<file path="src/hdl/mst_pkg.sv">
// Step timer package: register offsets, field positions, constants, types.
// Assumes an 8-bit register port and one clock domain.
package mst_pkg;
	// Register offsets
	localparam logic [3:0] A_TIMER = 4'h0;
	localparam logic [3:0] A_COMP = 4'h1;
	localparam logic [3:0] A_ZCAP = 4'h2;
	localparam logic [3:0] A_PREV = 4'h3;
	localparam logic [3:0] A_DEMAG = 4'h4;
	localparam logic [3:0] A_PRESC = 4'h5;
	localparam logic [3:0] A_STATUS = 4'h6;
	localparam logic [3:0] A_CTRL_A = 4'h7;
	localparam logic [3:0] A_CTRL_B = 4'h8;
	localparam logic [3:0] A_CTRL_C = 4'h9;
	localparam logic [3:0] A_PHASE = 4'ha;
	localparam logic [3:0] A_WEIGHT = 4'hb;
	// Field positions
	localparam int S_INC = 0;
	localparam int S_DEC = 1;
	localparam int CA_CKE = 0;
	localparam int CA_SWA = 1;
	localparam int CA_DCB = 2;
	localparam int CA_MASK = 3;
	localparam int CA_TES = 4;
	localparam int CA_DIR = 6;
	localparam int CA_SENS = 7;
	localparam int CB_HDM = 1;
	localparam int CB_SDM = 2;
	localparam int CC_SC = 0;
	localparam int CC_SZ = 1;
	localparam int CC_OVF = 2;
	localparam int CC_DBG = 3;
	// Timer constants
	localparam logic [7:0] MEDIAN = 8'h80;
	localparam logic [7:0] DEC_LIMIT = 8'h55;
	localparam logic [7:0] TOP = 8'hff;
	localparam logic [3:0] RATIO_MAX = 4'hf;

	typedef enum logic [1:0] {
		SEQ_C = 2'b00,
		SEQ_D = 2'b01,
		SEQ_Z = 2'b10
	} mst_seq_t;

	// Per-step configuration: control_b bits and phase state
	typedef struct packed {
		logic [3:0] cb;
		logic [7:0] ph;
	} mst_step_cfg_t;

	typedef struct packed {
		logic [15:0] pcnt;
		logic [7:0] timer;
		logic [3:0] ratio;
		logic [7:0] comp;
		logic [7:0] zcap;
		logic [7:0] prev;
		logic [7:0] dem;
		logic [7:0] weight;
		logic inc;
		logic dec;
		logic ovf;
		logic [7:0] ca;
		logic sc;
		logic sz;
		logic dbg;
		logic sc_prev;
		mst_step_cfg_t shadow;
		mst_step_cfg_t cfg;
		logic c_armed;
		logic d_armed;
		logic z_armed;
		logic mul_req;
		mst_seq_t seq;
		logic dpin;
		logic zpin;
	} mst_state_t;

	localparam mst_state_t ST_RESET = '0;
endpackage

</file>
<file path="src/hdl/mst_timer.sv">
// Step timer with auto-updated step ratio, simulated events and debug pins.
// Assumes event inputs come from logic on mclk, one cycle pulses.
//
// Operation
// - Autoswitched overflow: ratio up, halve timer and scaled registers, set increment flag.
// - After auto increment timer resumes at 80h; overflow flag set when the CA_TES bits are zero.
// - Zero-cross with timer below 55h: ratio down, double registers, set decrement flag.
// - Ratio zero is never decremented and raises no decrement flag.
// - At ratio 15 overflow restarts at zero, no scaling, no increment flag.
// - While saturated, detection and events keep working.
// - Scaled registers: timer, capture, previous capture, commutation and demag compare.
// - Debug enable puts commutation, demag and zero events on the two debug pins.
// - Commutation right after zero-cross still shows a glitch on the zero pin.
// - Speed mode: demag pin toggles on capture, zero pin on update.
// - Sensor mode: demag pin toggles on commutation, zero pin shows zero-cross.
// - Demag compare overflowing the range ends as median plus half the excess.
// - Per-step bits preload, applied at commutation or phase write in direct mode.
// - Timer and ratio writable only before clock enable; then ratio only steps.
// - Enabled simulated events fire when the timer reaches the compare value.
// - Compare at or below timer fires at once and is overwritten by the timer.
// - Hardware commutation needs commutation, then demag, then zero-cross.
// - Simulated commutation ignores the multiplier and allows consecutive commutations.
// - In simulated commutation autoswitched zero-cross still resets timer; demag then zero holds.
// - After simulated commutation enable, compare stays off until a compare write.
// - With autoswitch on, hardware zero-cross captures timer, shifts old capture to previous, resets timer.
// - Commutation compare is weight times selected capture divided by 256.
//
// Chosen here: the register addresses and the plain strobed port.
`timescale 1ns/100ps
`default_nettype none
module mst_timer (
	// Clock, reset, enable
	input wire logic mclk,
	input wire logic rst,
	input wire logic ce,
	// Register port
	input wire logic [3:0] addr,
	input wire logic [7:0] wdata,
	input wire logic wr,
	input wire logic rd,
	output logic [7:0] rdata,
	// Position events
	input wire logic hw_demag_in,
	input wire logic hw_zero_in,
	input wire logic speed_capture_in,
	input wire logic speed_update_in,
	// Event and status outputs
	output logic commutation_evt,
	output logic demag_evt,
	output logic zero_evt,
	output logic ratio_irq,
	output mst_pkg::mst_step_cfg_t step_cfg,
	output logic zero_event_debug_pin,
	output logic demag_event_debug_pin
);
	mst_pkg::mst_state_t s;
	mst_pkg::mst_state_t n;
	logic [7:0] next_rdata;
	logic run, as, tes0, tick, ovf, c_evt, d_evt, z_evt, z_sim, d_sim;
	logic inc_ok, dec_ok, sh_dn;
	logic [15:0] lim, prod;

	////////////////////////////////////////////////////////////////////////
	// Event detection
	always_comb begin
		run = s.ca[mst_pkg::CA_CKE];
		as = s.ca[mst_pkg::CA_SWA];
		tes0 = s.ca[mst_pkg::CA_TES +: 2] == 2'h0;
		lim = (16'h1 << s.ratio) - 16'h1;
		tick = run && s.pcnt == lim;
		ovf = tick && s.timer == mst_pkg::TOP;
		inc_ok = as && s.ratio != mst_pkg::RATIO_MAX;
		c_evt = run && s.c_armed && s.comp <= s.timer && (s.sc || s.seq == mst_pkg::SEQ_C);
		d_sim = s.cfg.cb[mst_pkg::CB_SDM] && s.d_armed && s.dem <= s.timer;
		d_evt = run && (s.seq == mst_pkg::SEQ_D || (s.sc && s.seq == mst_pkg::SEQ_C))
			&& ((s.cfg.cb[mst_pkg::CB_HDM] && hw_demag_in) || d_sim);
		z_sim = s.sz && s.z_armed && s.zcap <= s.timer;
		z_evt = run && s.seq == mst_pkg::SEQ_Z && (hw_zero_in || z_sim);
		dec_ok = as && z_evt && s.timer < mst_pkg::DEC_LIMIT && s.ratio != 4'h0;
		prod = 16'(s.weight) * 16'(s.ca[mst_pkg::CA_DCB] ? s.zcap : s.prev);
		sh_dn = ovf && inc_ok && !z_evt;
	end

	////////////////////////////////////////////////////////////////////////
	// Next state
	always_comb begin
		n = s;
		n.sc_prev = s.sc;
		n.mul_req = 1'b0;
		if (run) begin
			n.pcnt = tick ? 16'h0 : s.pcnt + 16'h1;
		end
		if (tick) begin
			n.timer = s.timer + 8'h1;
		end
		// Overflow: scale down one ratio step, or restart when saturated or autoswitch is off
		// Zero-cross in the same cycle wins, so no half-scaled state
		if (ovf && !z_evt) begin
			if (inc_ok) begin
				n.ratio = s.ratio + 4'h1;
				n.timer = mst_pkg::MEDIAN;
				n.comp = {1'b0, s.comp[7:1]};
				n.zcap = {1'b0, s.zcap[7:1]};
				n.prev = {1'b0, s.prev[7:1]};
				n.dem = {1'b0, s.dem[7:1]} + mst_pkg::MEDIAN;
				n.mul_req = s.seq == mst_pkg::SEQ_C && !s.sc;
			end else begin
				n.timer = 8'h0;
			end
		end
		// Commutation: compare overwritten by timer, step config applied unless in direct mode
		if (c_evt) begin
			n.comp = s.timer;
			n.c_armed = 1'b0;
			if (!(s.sc && s.seq == mst_pkg::SEQ_Z)) begin
				n.seq = mst_pkg::SEQ_D;
			end
			if (!s.ca[mst_pkg::CA_DIR]) begin
				n.cfg = s.shadow;
			end
			if (!as) begin
				n.timer = 8'h0;
			end
		end
		if (d_evt) begin
			if (d_sim) begin
				n.dem = s.timer;
			end
			n.d_armed = 1'b0;
			n.seq = mst_pkg::SEQ_Z;
		end
		// Zero-cross: capture, shift, reset timer, maybe scale up
		if (z_evt) begin
			n.z_armed = 1'b0;
			n.seq = mst_pkg::SEQ_C;
			if (as) begin
				n.zcap = s.timer;
				n.prev = z_sim ? s.timer : s.zcap;
				n.timer = 8'h0;
				n.pcnt = 16'h0;
				n.mul_req = !s.sc;
				if (dec_ok) begin
					n.ratio = s.ratio - 4'h1;
					n.zcap = {s.timer[6:0], 1'b0};
					n.prev = z_sim ? {s.timer[6:0], 1'b0} : {s.zcap[6:0], 1'b0};
					n.comp = {n.comp[6:0], 1'b0};
					n.dem = {s.dem[6:0], 1'b0};
				end
			end
		end
		// Multiplier result loads the hardware compare
		if (s.mul_req && !s.sc && as) begin
			n.comp = prod[15:8];
			n.c_armed = 1'b1;
		end
		if (s.sc && !s.sc_prev) begin
			n.c_armed = 1'b0;
		end
		// Register writes
		if (wr) begin
			unique case (addr)
				mst_pkg::A_TIMER: begin
					if (!run) begin
						n.timer = wdata;
					end
				end
				mst_pkg::A_COMP: begin
					n.comp = wdata;
					n.c_armed = 1'b1;
				end
				mst_pkg::A_ZCAP: begin
					n.zcap = wdata;
					n.z_armed = 1'b1;
				end
				mst_pkg::A_PREV: n.prev = wdata;
				mst_pkg::A_DEMAG: begin
					n.dem = wdata;
					n.d_armed = 1'b1;
				end
				mst_pkg::A_PRESC: begin
					if (!run) begin
						n.ratio = wdata[3:0];
					end
				end
				mst_pkg::A_STATUS: begin
					n.inc = s.inc && wdata[mst_pkg::S_INC];
					n.dec = s.dec && wdata[mst_pkg::S_DEC];
				end
				mst_pkg::A_CTRL_A: begin
					n.ca = wdata;
					n.mul_req = !run && wdata[mst_pkg::CA_CKE] && wdata[mst_pkg::CA_SWA];
				end
				mst_pkg::A_CTRL_B: n.shadow.cb = wdata[3:0];
				mst_pkg::A_CTRL_C: begin
					n.sc = wdata[mst_pkg::CC_SC];
					n.sz = wdata[mst_pkg::CC_SZ];
					n.ovf = s.ovf && wdata[mst_pkg::CC_OVF];
					n.dbg = wdata[mst_pkg::CC_DBG];
				end
				mst_pkg::A_PHASE: begin
					n.shadow.ph = wdata;
					if (s.ca[mst_pkg::CA_DIR]) begin
						n.cfg = {s.shadow.cb, wdata};
					end
				end
				mst_pkg::A_WEIGHT: n.weight = wdata;
				default: ;
			endcase
		end
		// Hardware sets win over software clears
		if (sh_dn) begin
			n.inc = 1'b1;
		end
		if (dec_ok) begin
			n.dec = 1'b1;
		end
		if (ovf && tes0 && !z_evt) begin
			n.ovf = 1'b1;
		end
		// Debug pins
		n.dpin = 1'b0;
		n.zpin = 1'b0;
		if (s.dbg) begin
			if (!tes0) begin
				n.dpin = s.dpin ^ speed_capture_in;
				n.zpin = s.zpin ^ speed_update_in;
			end else if (s.ca[mst_pkg::CA_SENS]) begin
				n.dpin = s.dpin ^ c_evt;
				n.zpin = z_evt;
			end else begin
				n.dpin = d_evt;
				n.zpin = z_evt || (c_evt && s.zpin);
			end
		end
	end

	always_comb begin
		next_rdata = 8'h0;
		if (rd) begin
			unique case (addr)
				mst_pkg::A_TIMER: next_rdata = s.timer;
				mst_pkg::A_COMP: next_rdata = s.comp;
				mst_pkg::A_ZCAP: next_rdata = s.zcap;
				mst_pkg::A_PREV: next_rdata = s.prev;
				mst_pkg::A_DEMAG: next_rdata = s.dem;
				mst_pkg::A_PRESC: next_rdata = {4'h0, s.ratio};
				mst_pkg::A_STATUS: next_rdata = {6'h0, s.dec, s.inc};
				mst_pkg::A_CTRL_A: next_rdata = s.ca;
				mst_pkg::A_CTRL_B: next_rdata = {4'h0, s.shadow.cb};
				mst_pkg::A_CTRL_C: next_rdata = {4'h0, s.dbg, s.ovf, s.sz, s.sc};
				mst_pkg::A_PHASE: next_rdata = s.shadow.ph;
				mst_pkg::A_WEIGHT: next_rdata = s.weight;
				default: next_rdata = 8'h0;
			endcase
		end
	end

	always_ff @(posedge mclk or posedge rst) begin
		if (rst) begin
			s <= mst_pkg::ST_RESET;
			rdata <= 8'h0;
		end else if (ce) begin
			s <= n;
			rdata <= next_rdata;
		end
	end

	////////////////////////////////////////////////////////////////////////
	// Outputs
	assign commutation_evt = c_evt && ce;
	assign demag_evt = d_evt && ce;
	assign zero_evt = z_evt && ce;
	assign ratio_irq = s.ca[mst_pkg::CA_MASK] && (s.inc || s.dec);
	assign step_cfg = s.cfg;
	assign zero_event_debug_pin = s.zpin;
	assign demag_event_debug_pin = s.dpin;
endmodule // mst_timer
`default_nettype wire

</file>
<file path="config.mk">
export PLATFORM = sky130hd
export DESIGN_NAME = mst_timer
export DESIGN_NICKNAME = d
export VERILOG_FILES = /design/src/hdl/mst_pkg.sv /design/src/hdl/mst_timer.sv
export SDC_FILE = /design/constraint.sdc
export NUM_CORES = 1
export LEC_CHECK = 0
export BUFFER_PORTS_ARGS = -buffer_cell sky130_fd_sc_hd__buf_2
export CAP_MARGIN = 40
export CORE_MARGIN = 10
export CORE_UTILIZATION = 33
export CTS_BUF_LIST = sky130_fd_sc_hd__clkbuf_8 sky130_fd_sc_hd__clkbuf_16
export DETAILED_ROUTE_END_ITERATION = 6
export HOLD_SLACK_MARGIN = 0.02
export PLACE_DENSITY = 0.58
export SLEW_MARGIN = 0
export SYNTH_ARGS = -nofsm -noshare
export SYNTH_HDL_FRONTEND = slang
export SYNTH_SLANG_ARGS = --single-unit
</file>
<file path="constraint.sdc">
create_clock -name mclk -period 7.36 [get_ports mclk]
set_input_delay 1.472 -clock mclk [delete_from_list [all_inputs] [get_ports mclk]]
set_output_delay 1.472 -clock mclk [all_outputs]
set_load 0.02 [all_outputs]
</file>
* Word-level counts from Yosys, hierarchy flattened
Cells that the tools add are included.
Word-level totals: logic and storage cells 188, ROM bits 0, bits in latches 0, memories 0, bits in writable memories 0, input bits 21, output and inout port bits 26, bits in registers 123
Operators by class: bitwise gates (word level) 3, $mul 1, div/mod/pow operators 0, $lt $le $gt $ge 4, reduce and logical (&&, ||, !) cells 69, shifts and indexed selects 1, muxes and demuxes 59, $add $sub $neg 6, equal/unequal tests 17
Operators by type and width (number):
- 8-bit two-way mux | 20
- 60-bit two-way mux | 2
- 8-bit case mux with 12 select lines | 1
- 36-bit two-way mux | 2
- 66-bit two-way mux | 1
- 16-bit two-way mux | 3
- 44-bit two-way mux | 1
- 1-bit logical AND | 39
- 12-bit two-way mux | 3
- 3-bit AND reduction | 9
- 8-bit less-or-equal comparator | 3
- 16-bit by 1-bit adder with 16-bit output (second input constant) | 1
- 16-bit equality test | 1
- 4-bit by 3-bit equality test with 1-bit output (second input constant) | 4
- 4-bit equality test (second input constant) | 4
- 8-bit by 8-bit multiplier with 16-bit output | 1
- 1-bit by 4-bit << shifter with 16-bit output (first input constant) | 1
- 16-bit by 1-bit subtractor with 16-bit output (second input constant) | 1
- 1-bit two-way mux | 14
- 2-bit two-way mux | 7
- 13-bit two-way mux | 1
- 4-bit two-way mux | 3
- 2-bit nonzero test | 6
- 7-bit by 8-bit adder with 8-bit output (second input constant) | 1
- other kinds (19) | 31

* Logic depth before layout (Yosys ltp)
Gate-level depths: netlist of run 1.
depth in word-level cells 16, mapped depth 22, gate-level depth less buffers 21

* Worst setup path after synthesis of run 1
Ideal clock, no wire load.
path kind flip-flop to flip-flop, from register s[38] (netlist name), to register s[86] (netlist name), period minus slack after synthesis 5.079 ns, path buffers 1, data required time 7.229 ns, cell stages (with the launch flop) 21, arrival 4.949 ns, path slack 2.281 ns, setup time 0.131 ns, cell sequence dfrtp_1 -> clkbuf_1 -> mux2_2 -> and2_1 -> fa_1 -> inv_1 -> fa_1 -> fa_1 -> fa_1 -> inv_1 -> ha_1 -> nand4_1 -> nor2_1 -> a41oi_1 -> o21a_1 -> a311oi_1 -> o21ai_0 -> nand2b_1 -> a21oi_1 -> xnor2_1 -> a21oi_1
Between the ends: cells in the longest elaborated chain, start to end 5
RTL lines:
- from (decl) | RTL line mst_timer.sv:56 | mst_pkg::mst_state_t s;
- from (signal assigned) | RTL line mst_timer.sv:260 | s <= mst_pkg::ST_RESET;
- from (signal assigned) | RTL line mst_timer.sv:263 | s <= n;
- 8-bit two-way mux (*) | RTL line mst_timer.sv:80 | prod = 16'(s.weight) * 16'(s.ca[mst_pkg::CA_DCB] ? s.zcap : s.prev);
- 8-bit by 8-bit multiplier with 16-bit output (*) | RTL line mst_timer.sv:80
- 8-bit two-way mux (*) | RTL line mst_timer.sv:152 | if (s.mul_req && !s.sc && as) begin
- 8-bit two-way mux | RTL line mst_timer.sv:161 | unique case (addr)
- 66-bit two-way mux (*) | RTL line mst_timer.sv:160 | if (wr) begin
Every way passes the cells marked *; elsewhere a longest branch is shown, timed or not. The select of a mux whose other input is x is not followed. A chain may end at the register's enable or synchronous reset.

* Worst setup path after layout of run 1
from register s[88] (netlist name), to register s[85] (netlist name)
Between the ends: cells in the longest elaborated chain, start to end 14, elaborated cells on any way between the ends 19, classes of those cells 1 x add/sub; 2 x eq/ne; 1 x shift; 9 x mux; 6 x reduce/logical
RTL lines:
- 1-bit by 4-bit << shifter with 16-bit output | RTL line mst_timer.sv:69 | lim = (16'h1 << s.ratio) - 16'h1;
- 16-bit by 1-bit subtractor with 16-bit output | RTL line mst_timer.sv:69
- 16-bit equality test | RTL line mst_timer.sv:70 | tick = run && s.pcnt == lim;
- 1-bit logical AND | RTL line mst_timer.sv:70
- 1-bit logical AND | RTL line mst_timer.sv:71 | ovf = tick && s.timer == mst_pkg::TOP;
- 1-bit logical AND | RTL line mst_timer.sv:98 | if (ovf && !z_evt) begin
- 44-bit two-way mux | RTL line mst_timer.sv:98
- 8-bit two-way mux | RTL line mst_timer.sv:112 | if (c_evt) begin
- 36-bit two-way mux | RTL line mst_timer.sv:142 | if (dec_ok) begin
- 60-bit two-way mux | RTL line mst_timer.sv:136 | if (as) begin
- 60-bit two-way mux (*) | RTL line mst_timer.sv:133 | if (z_evt) begin
- 8-bit two-way mux (*) | RTL line mst_timer.sv:152
- 8-bit two-way mux | RTL line mst_timer.sv:161
- 66-bit two-way mux (*) | RTL line mst_timer.sv:160
Marks and branches as above.

==> run metrics, run 1 <==
Crit Path Max Fanout 18; M1 GR Usage 25.5%; status finished, final reports clean; Worst Hold Class flop to flop; gpl congestion 0.961; clock power share 21.2%; diodes inserted 0; Yosys reg bits 123; Vias 10300; switch share 45.6%; LEAKAGE 5.47 nW; hold_buf cts 0; Reg power frac 26.4%; Die W 204 um; pin count of the biggest net entering global routing 89; Area Growth Syn to Fin 10.4%; die height 204 um; Top Ports 47; routed wire length 38.7 mm; first-pass GRT wire length 60.4 mm; final hold vios 0; M2 GR Usage 28.3%; initial antenna violation count 0; Synth Area per Inst 8.51 sq um; PortBufs 46; grt total ovfl 0; Synth top area share 27.6%; final period utilization 77.7%; Cell Chain, Critical Path inv_1, ha_1, nor3b_2, inv_1, ha_1, nor2b_1, a22o_1, a211oi_1, a41oi_1, nor4_1, nand3_2, buf_4, mux2_1, mux2_2, a31oi_1, a31oi_1; Post-Place Cells 1723; part of the power in combinational logic 52.4%; Routed WL per cell 22.1 um; Pins Over Slew Limit 0; async set-reset flop share out of synthesis 100%; P_sw 2.00 mW; dpl hpwl 27.7 mm; post-CTS sizing 0; met3 GRT Util 4.07%; CTS Sinks 123; Final setup viols 0; Die Footprint 41600 sq um; Distinct cells, synth 81; internal power 2.38 mW; Synth area leaders dfrtp_1, ha_1, fa_1; minimum hold slack 489 ps; Worst Max-Slew Pin Slew 913 ps; clock-pin slew on the worst setup and hold paths 70 ps; Initial DRC Count 1119; TritonCTS clock tree done; Worst Skew 14.5 ps; vias in the first global route 9961; Max clock buf depth 2; Crit Path Class flop to flop; Post-synth EDFFs 0; Critical Path Sink Type flop; slowest cell delay on critical path 690 ps; Setup crit start kind flop; Initial Util 33.4%; Post-CTS Setup Repair Bufs 0; TritonCTS buffer count 17; synthesized area 11200 sq um; most frequent cells in the layout nand2_1, dfrtp_1, inv_1, nor2_1, a21oi_1; Post-synth top flop dfrtp_1; worst path buffer plus inverter count 3; Core Region 33400 sq um; Root Driver clkbuf_16; Post-DP Area 11700 sq um; Power Dens Cells 355 nW/um^2; syn_nets 1435; antenna viol nets, final 0; RSZ-0062 raised after global routing false; final net count 1418; Worst path slowest cell ha_1; Post-Layout Inst Area 12300 sq um; drt pass-1 iters 5; GRT Util Overall 18.6%; Via density 5.90; Worst-Skew Late Latency 440 ps; critical path's top delay family simple AND/OR/NAND/NOR gates; # DRC 0; # rows 67; CP arrival 6040 ps; CP required 7680 ps; Fmax achieved 0.175 GHz; layout cell share with drive strength beyond 1 13.1%; post-synthesis cell count 1311; Cell Count, Final, Fillers Out 1755; Max-slew headroom 39.2%; post-synthesis sequential area ratio 27.6%; max_cap viols 0; post-layout min period 5720 ps; Peak supply drop 206 uV; CTS H-tree depth 4; Synth area leader dfrtp_1; Most Used Layer, Global Route met2; most common cell after layout, fill and taps aside nand2_1; Yosys Warn Count 0; setup tns final 0 ps
worst paths after layout:
kind                                      startpoint                    to  slack, ps  depth (start not counted)
worst max register to register     s[88]$_DFFE_PP0P_     s[85]$_DFFE_PP0P_       1640                         16
worst max-delay path               s[88]$_DFFE_PP0P_     s[85]$_DFFE_PP0P_       1640                         16
max in group asynchronous                        rst      s[5]$_DFFE_PP0P_       5260                          4
worst min register to register  rdata[0]$_DFFE_PP0P_  rdata[0]$_DFFE_PP0P_        490                          1
worst min-delay path            rdata[0]$_DFFE_PP0P_  rdata[0]$_DFFE_PP0P_        490                          1
min in group asynchronous                        rst    s[105]$_DFFE_PP0P_       1100                          2
metrics by stage:
| stage | setup WS (ps) | util [%] | total power, mW |
|---|---|---|---|
| after global placement | 2010 | 34.8 | 3.36 |
| after floorplan | 2280 | - | 2.81 |
| after CTS | 1770 | 36.8 | 4.38 |
| final | 1640 | 36.8 | 4.38 |
| after global routing | 1200 | 36.8 | 4.76 |
| after detailed placement | 1850 | 34.9 | 3.43 |
power groups by stage:
stage / clock [mW] / combinational (mW) / sequential [mW]
final: 0.928 / 2.30 / 1.15
after global routing: 0.966 / 2.63 / 1.17
after CTS: 0.936 / 2.30 / 1.14
after detailed placement: 0 / 2.28 / 1.15
after global placement: 0 / 2.21 / 1.15
after floorplan: 0 / 1.83 / 0.979
per-layer routing:
layer,vias to the layer above,share of wire (%)
met2,500,44
li1,4693,-
met4,0,3.1
met1,5064,44
met5,-,0
met3,89,8.6
area by class of cell:
class	instances	area, sq um
fill	3394	21100
multi-input combinational	993	7280
sequential	123	3080
tap	448	561
clock buffer	18	439
timing repair buffer	67	415
inverter	92	350
clock inverter	14	191
Yosys cell counts, types with 18 or more instances:
cell      count
ha_1         68
clkbuf_1     65
mux2i_1      43
o21ai_0      71
o21ai_1      27
nor3_1       18
a21oi_1      80
dfrtp_1     123
fa_1         35
and2_1       29
mux2_2       47
inv_1        91
o22ai_1      18
nor2_1       88
nand3_1      34
a211oi_1     27
nand2_1     126
kinds of logic (layout without fill, tap and decap cells):
family / count (synthesis) / count (layout) / share of synthesized area [%]
AOI/OAI and AO/OA: 367 / 367 / 21.6
xor gates and xnor gates: 28 / 28 / 2.20
adders and majority gates: 103 / 103 / 13.9
buffers and inverters: 195 / 191 / 7.21
DFF: 123 / 123 / 27.6
muxes: 96 / 96 / 9.61
and+or+nand+nor: 399 / 399 / 17.9
registers in the layout, summed over array words and instances, names as in the netlist:
| register | flops |
|---|---|
| as | 1 |
| demag_event_debug_pin | 1 |
| n | 1 |
| rdata | 8 |
| run | 1 |
| s | 98 |
| step_cfg | 12 |
| zero_event_debug_pin | 1 |
No activity file was read; power rests on OpenSTA's default activity.
==> run 2: changes to the inputs <==
--- a/config.mk
+++ b/config.mk
@@ -12,7 +12,7 @@
 export CTS_BUF_LIST = sky130_fd_sc_hd__clkbuf_8 sky130_fd_sc_hd__clkbuf_16
 export DETAILED_ROUTE_END_ITERATION = 6
 export HOLD_SLACK_MARGIN = 0.02
-export PLACE_DENSITY = 0.58
+export PLACE_DENSITY = 0.6
 export SLEW_MARGIN = 0
 export SYNTH_ARGS = -nofsm -noshare
 export SYNTH_HDL_FRONTEND = slang
==> constraint.sdc (replaced) <==
create_clock -name mclk -period 5.1 [get_ports mclk]
set_input_delay 1.02 -clock mclk [delete_from_list [all_inputs] [get_ports mclk]]
set_output_delay 1.02 -clock mclk [all_outputs]
set_load 0.02 [all_outputs]
==> run 2 against run 1 <==
Net effect:
- via count up 2.2%
- setup slack worse by 1400 ps
- non-clock buffer count up 38
- sequential share of layout area down 0.66 points
- clock power up 41%
- count of clock-buffer cells in the layout unchanged
- die area unchanged
==> run metrics, run 2 (synthesis results as in run 1) <==
status finished, final reports clean; most frequent cells in the layout nand2_1, dfrtp_1, inv_1, nor2_1, a21oi_1; Via density 5.89 (about the same); Pins Over Slew Limit 0 (unchanged); hold path cells 1 (unchanged); R2R cell count 21 (+5); antenna viol nets, final 0 (unchanged); # rows 67 (unchanged); Largest Register s; Initial Util 33.4% (unchanged); post-layout min period 4880 ps (-835 ps); Worst Hold Class flop to flop; Power Dens Cells 530 nW/um^2 (+49%); Root Driver clkbuf_16; final hold vios 0 (unchanged); vias in the first global route 10300 (+3.5%); hold_buf cts 0 (unchanged); Area Growth Syn to Fin 13.5%; dpl hpwl 27.6 mm (-0.21%); Worst-Skew Late Latency 450 ps (about the same); Post-Layout Inst Area 12700 sq um (+2.8%); routed wire length 38.8 mm (+0.25%); Worst path slowest cell fa_1; final net count 1456 (+2.7%); CTS H-tree depth 4 (unchanged); Vias 10600 (+2.2%); CTS Sinks 123 (unchanged); drt pass-1 iters 5 (unchanged); Die Footprint 41600 sq um (unchanged); CP dominant cell by count fa_1; CP required 5470 ps (-2210 ps); Post-DP Area 11900 sq um (+1.9%); final period utilization 95.7% (+18 points); grt total ovfl 0 (unchanged); Peak supply drop 269 uV (+31%); Initial DRC Count 975 (-13%); Crit Path Max Fanout 5 (-13); PortBufs 46 (unchanged); crit path setup slack, layout 218 ps (-1430 ps); max_cap viols 0 (unchanged); Worst Max-Slew Pin Slew 829 ps (-83.8 ps); Critical Path Sink Type flop; Place WS -43.9 ps (-1890 ps); hold wc startpoint rdata[5]$_DFFE_PP0P_; CP arrival 5250 ps (-790 ps); GRT Util Overall 18.5% (-0.12 points); die height 204 um (unchanged); TritonCTS clock tree done; Routed WL per cell 21.6 um (-1.9%); Cell Chain, Critical Path buf_6, mux2_4, buf_4, and2_1, fa_1, ha_1, inv_1, fa_1, fa_1, inv_1, ha_4, nand4_1, nor2_1, a41oi_1, o21a_1, a311oi_2, o21ai_1, nand2b_1, xor2_1, nand2_1, a31oi_1; Top Ports 47 (unchanged); Max clock buf depth 2 (unchanged); layout cell share with drive strength beyond 1 16.7% (+3.6 points); Largest register FFs 98 (unchanged); Worst Skew 18.6 ps (+4.09 ps); TritonCTS buffer count 17 (unchanged); LEAKAGE 5.65 nW (+3.4%); Crit Path Class flop to flop; setup tns final 0 ps (unchanged); Die W 204 um (unchanged); initial antenna violation count 2 (+2); gpl congestion 0.961 (about the same); # DRC 0 (unchanged); R2R Path End s[85]$_DFFE_PP0P_; pin count of the biggest net entering global routing 57 (-36%); Core Region 33400 sq um (unchanged); Final setup viols 0 (unchanged); FF-to-FF setup slack 220 ps (-1430 ps); first-pass GRT wire length 60.8 mm (+0.62%); WHS Endpoint rdata[5]$_DFFE_PP0P_; Setup crit start kind flop; Max-slew headroom 44.2% (+5.1 points); slowest cell delay on critical path 540 ps (-150 ps); Fmax achieved 0.205 GHz (+17%); Reg-to-Reg Start s[38]$_DFFE_PP0P_; clock-pin slew on the worst setup and hold paths 70 ps (about the same)
## run 2: changes by cell type in the layout (fill, tap and decap cells not counted), sizes merged
cell      previous run  this run
bufinv               4         2
inv                 96       100
buf                 67       105
diode                0         1
clkinvlp             3         1
## run 2: worst max-delay path by stage
stage                       from  cells after the start           endpoint  slack [ps]
3_5_place_dp   s[38]$_DFFE_PP0P_                     19  s[86]$_DFFE_PP0P_         -40
2_1_floorplan  s[38]$_DFFE_PP0P_                     20  s[86]$_DFFE_PP0P_          20
4_1_cts        s[38]$_DFFE_PP0P_                     19  s[86]$_DFFE_PP0P_          10
6_report       s[38]$_DFFE_PP0P_                     21  s[85]$_DFFE_PP0P_         220
5_1_grt        s[38]$_DFFE_PP0P_                     21  s[85]$_DFFE_PP0P_         -20
3_3_place_gp   s[38]$_DFFE_PP0P_                     19  s[86]$_DFFE_PP0P_          60
## run 2: per-layer routing
metal  share of wire, %  vias up  GRT usage [%]
li1                   -     4761              -
met1                 44     5228           24.9
met2                 46      486           28.8
met3                7.6       94           3.76
met4                3.0        2           6.47
met5              0.052        -              0
## run 2: final cells by class
type	instances	area (sq um)
Timing Repair Buffer	105	674
Multi-Input combinational cell	993	7380
Tap cell	448	561
Fill cell	3384	20800
Antenna cell	1	2.50
Sequential cell	123	3080
Clock buffer	18	439
Clock inverter	14	174
Inverter	92	350
## run 2: repair_timing
| item | in CTS | in global routing |
|---|---|---|
| gates resized for setup | 1 | 21 |
| pin swaps | 0 | 17 |
| setup buffers | 0 | 5 |
| setup endpoints to repair | 1 | 5 |
## run 2: metrics by stage
stage,cells,total power [mW],hold WS (ps),utilization [%]
6_report,1794,6.71,479,37.9
5_1_grt,1794,7.28,495,37.9
4_1_cts,1788,6.42,486,37.4
3_5_place_dp,1756,5.08,468,35.6
3_3_place_gp,1752,5.01,468,35.5
2_1_floorplan,1311,4.05,449,-
## run 2: critical path: cells and delay by family (launching register included)
family | cells | cell delay [ps]
AND/OR/NAND/NOR | 5 | 600
multiplexers | 1 | 330
adder cells (fa/ha/maj) | 5 | 2020
XOR/XNOR | 1 | 150
buffers and inverters | 4 | 450
AO/OA/AOI/OAI | 5 | 790
flip-flops | 1 | 460
## run 2: power by group
group / switching [mW] / internal [mW]
Sequential: 0.371 / 1.21
Combinational: 2.16 / 1.66
Clock: 0.556 / 0.754
Total: 3.09 / 3.63
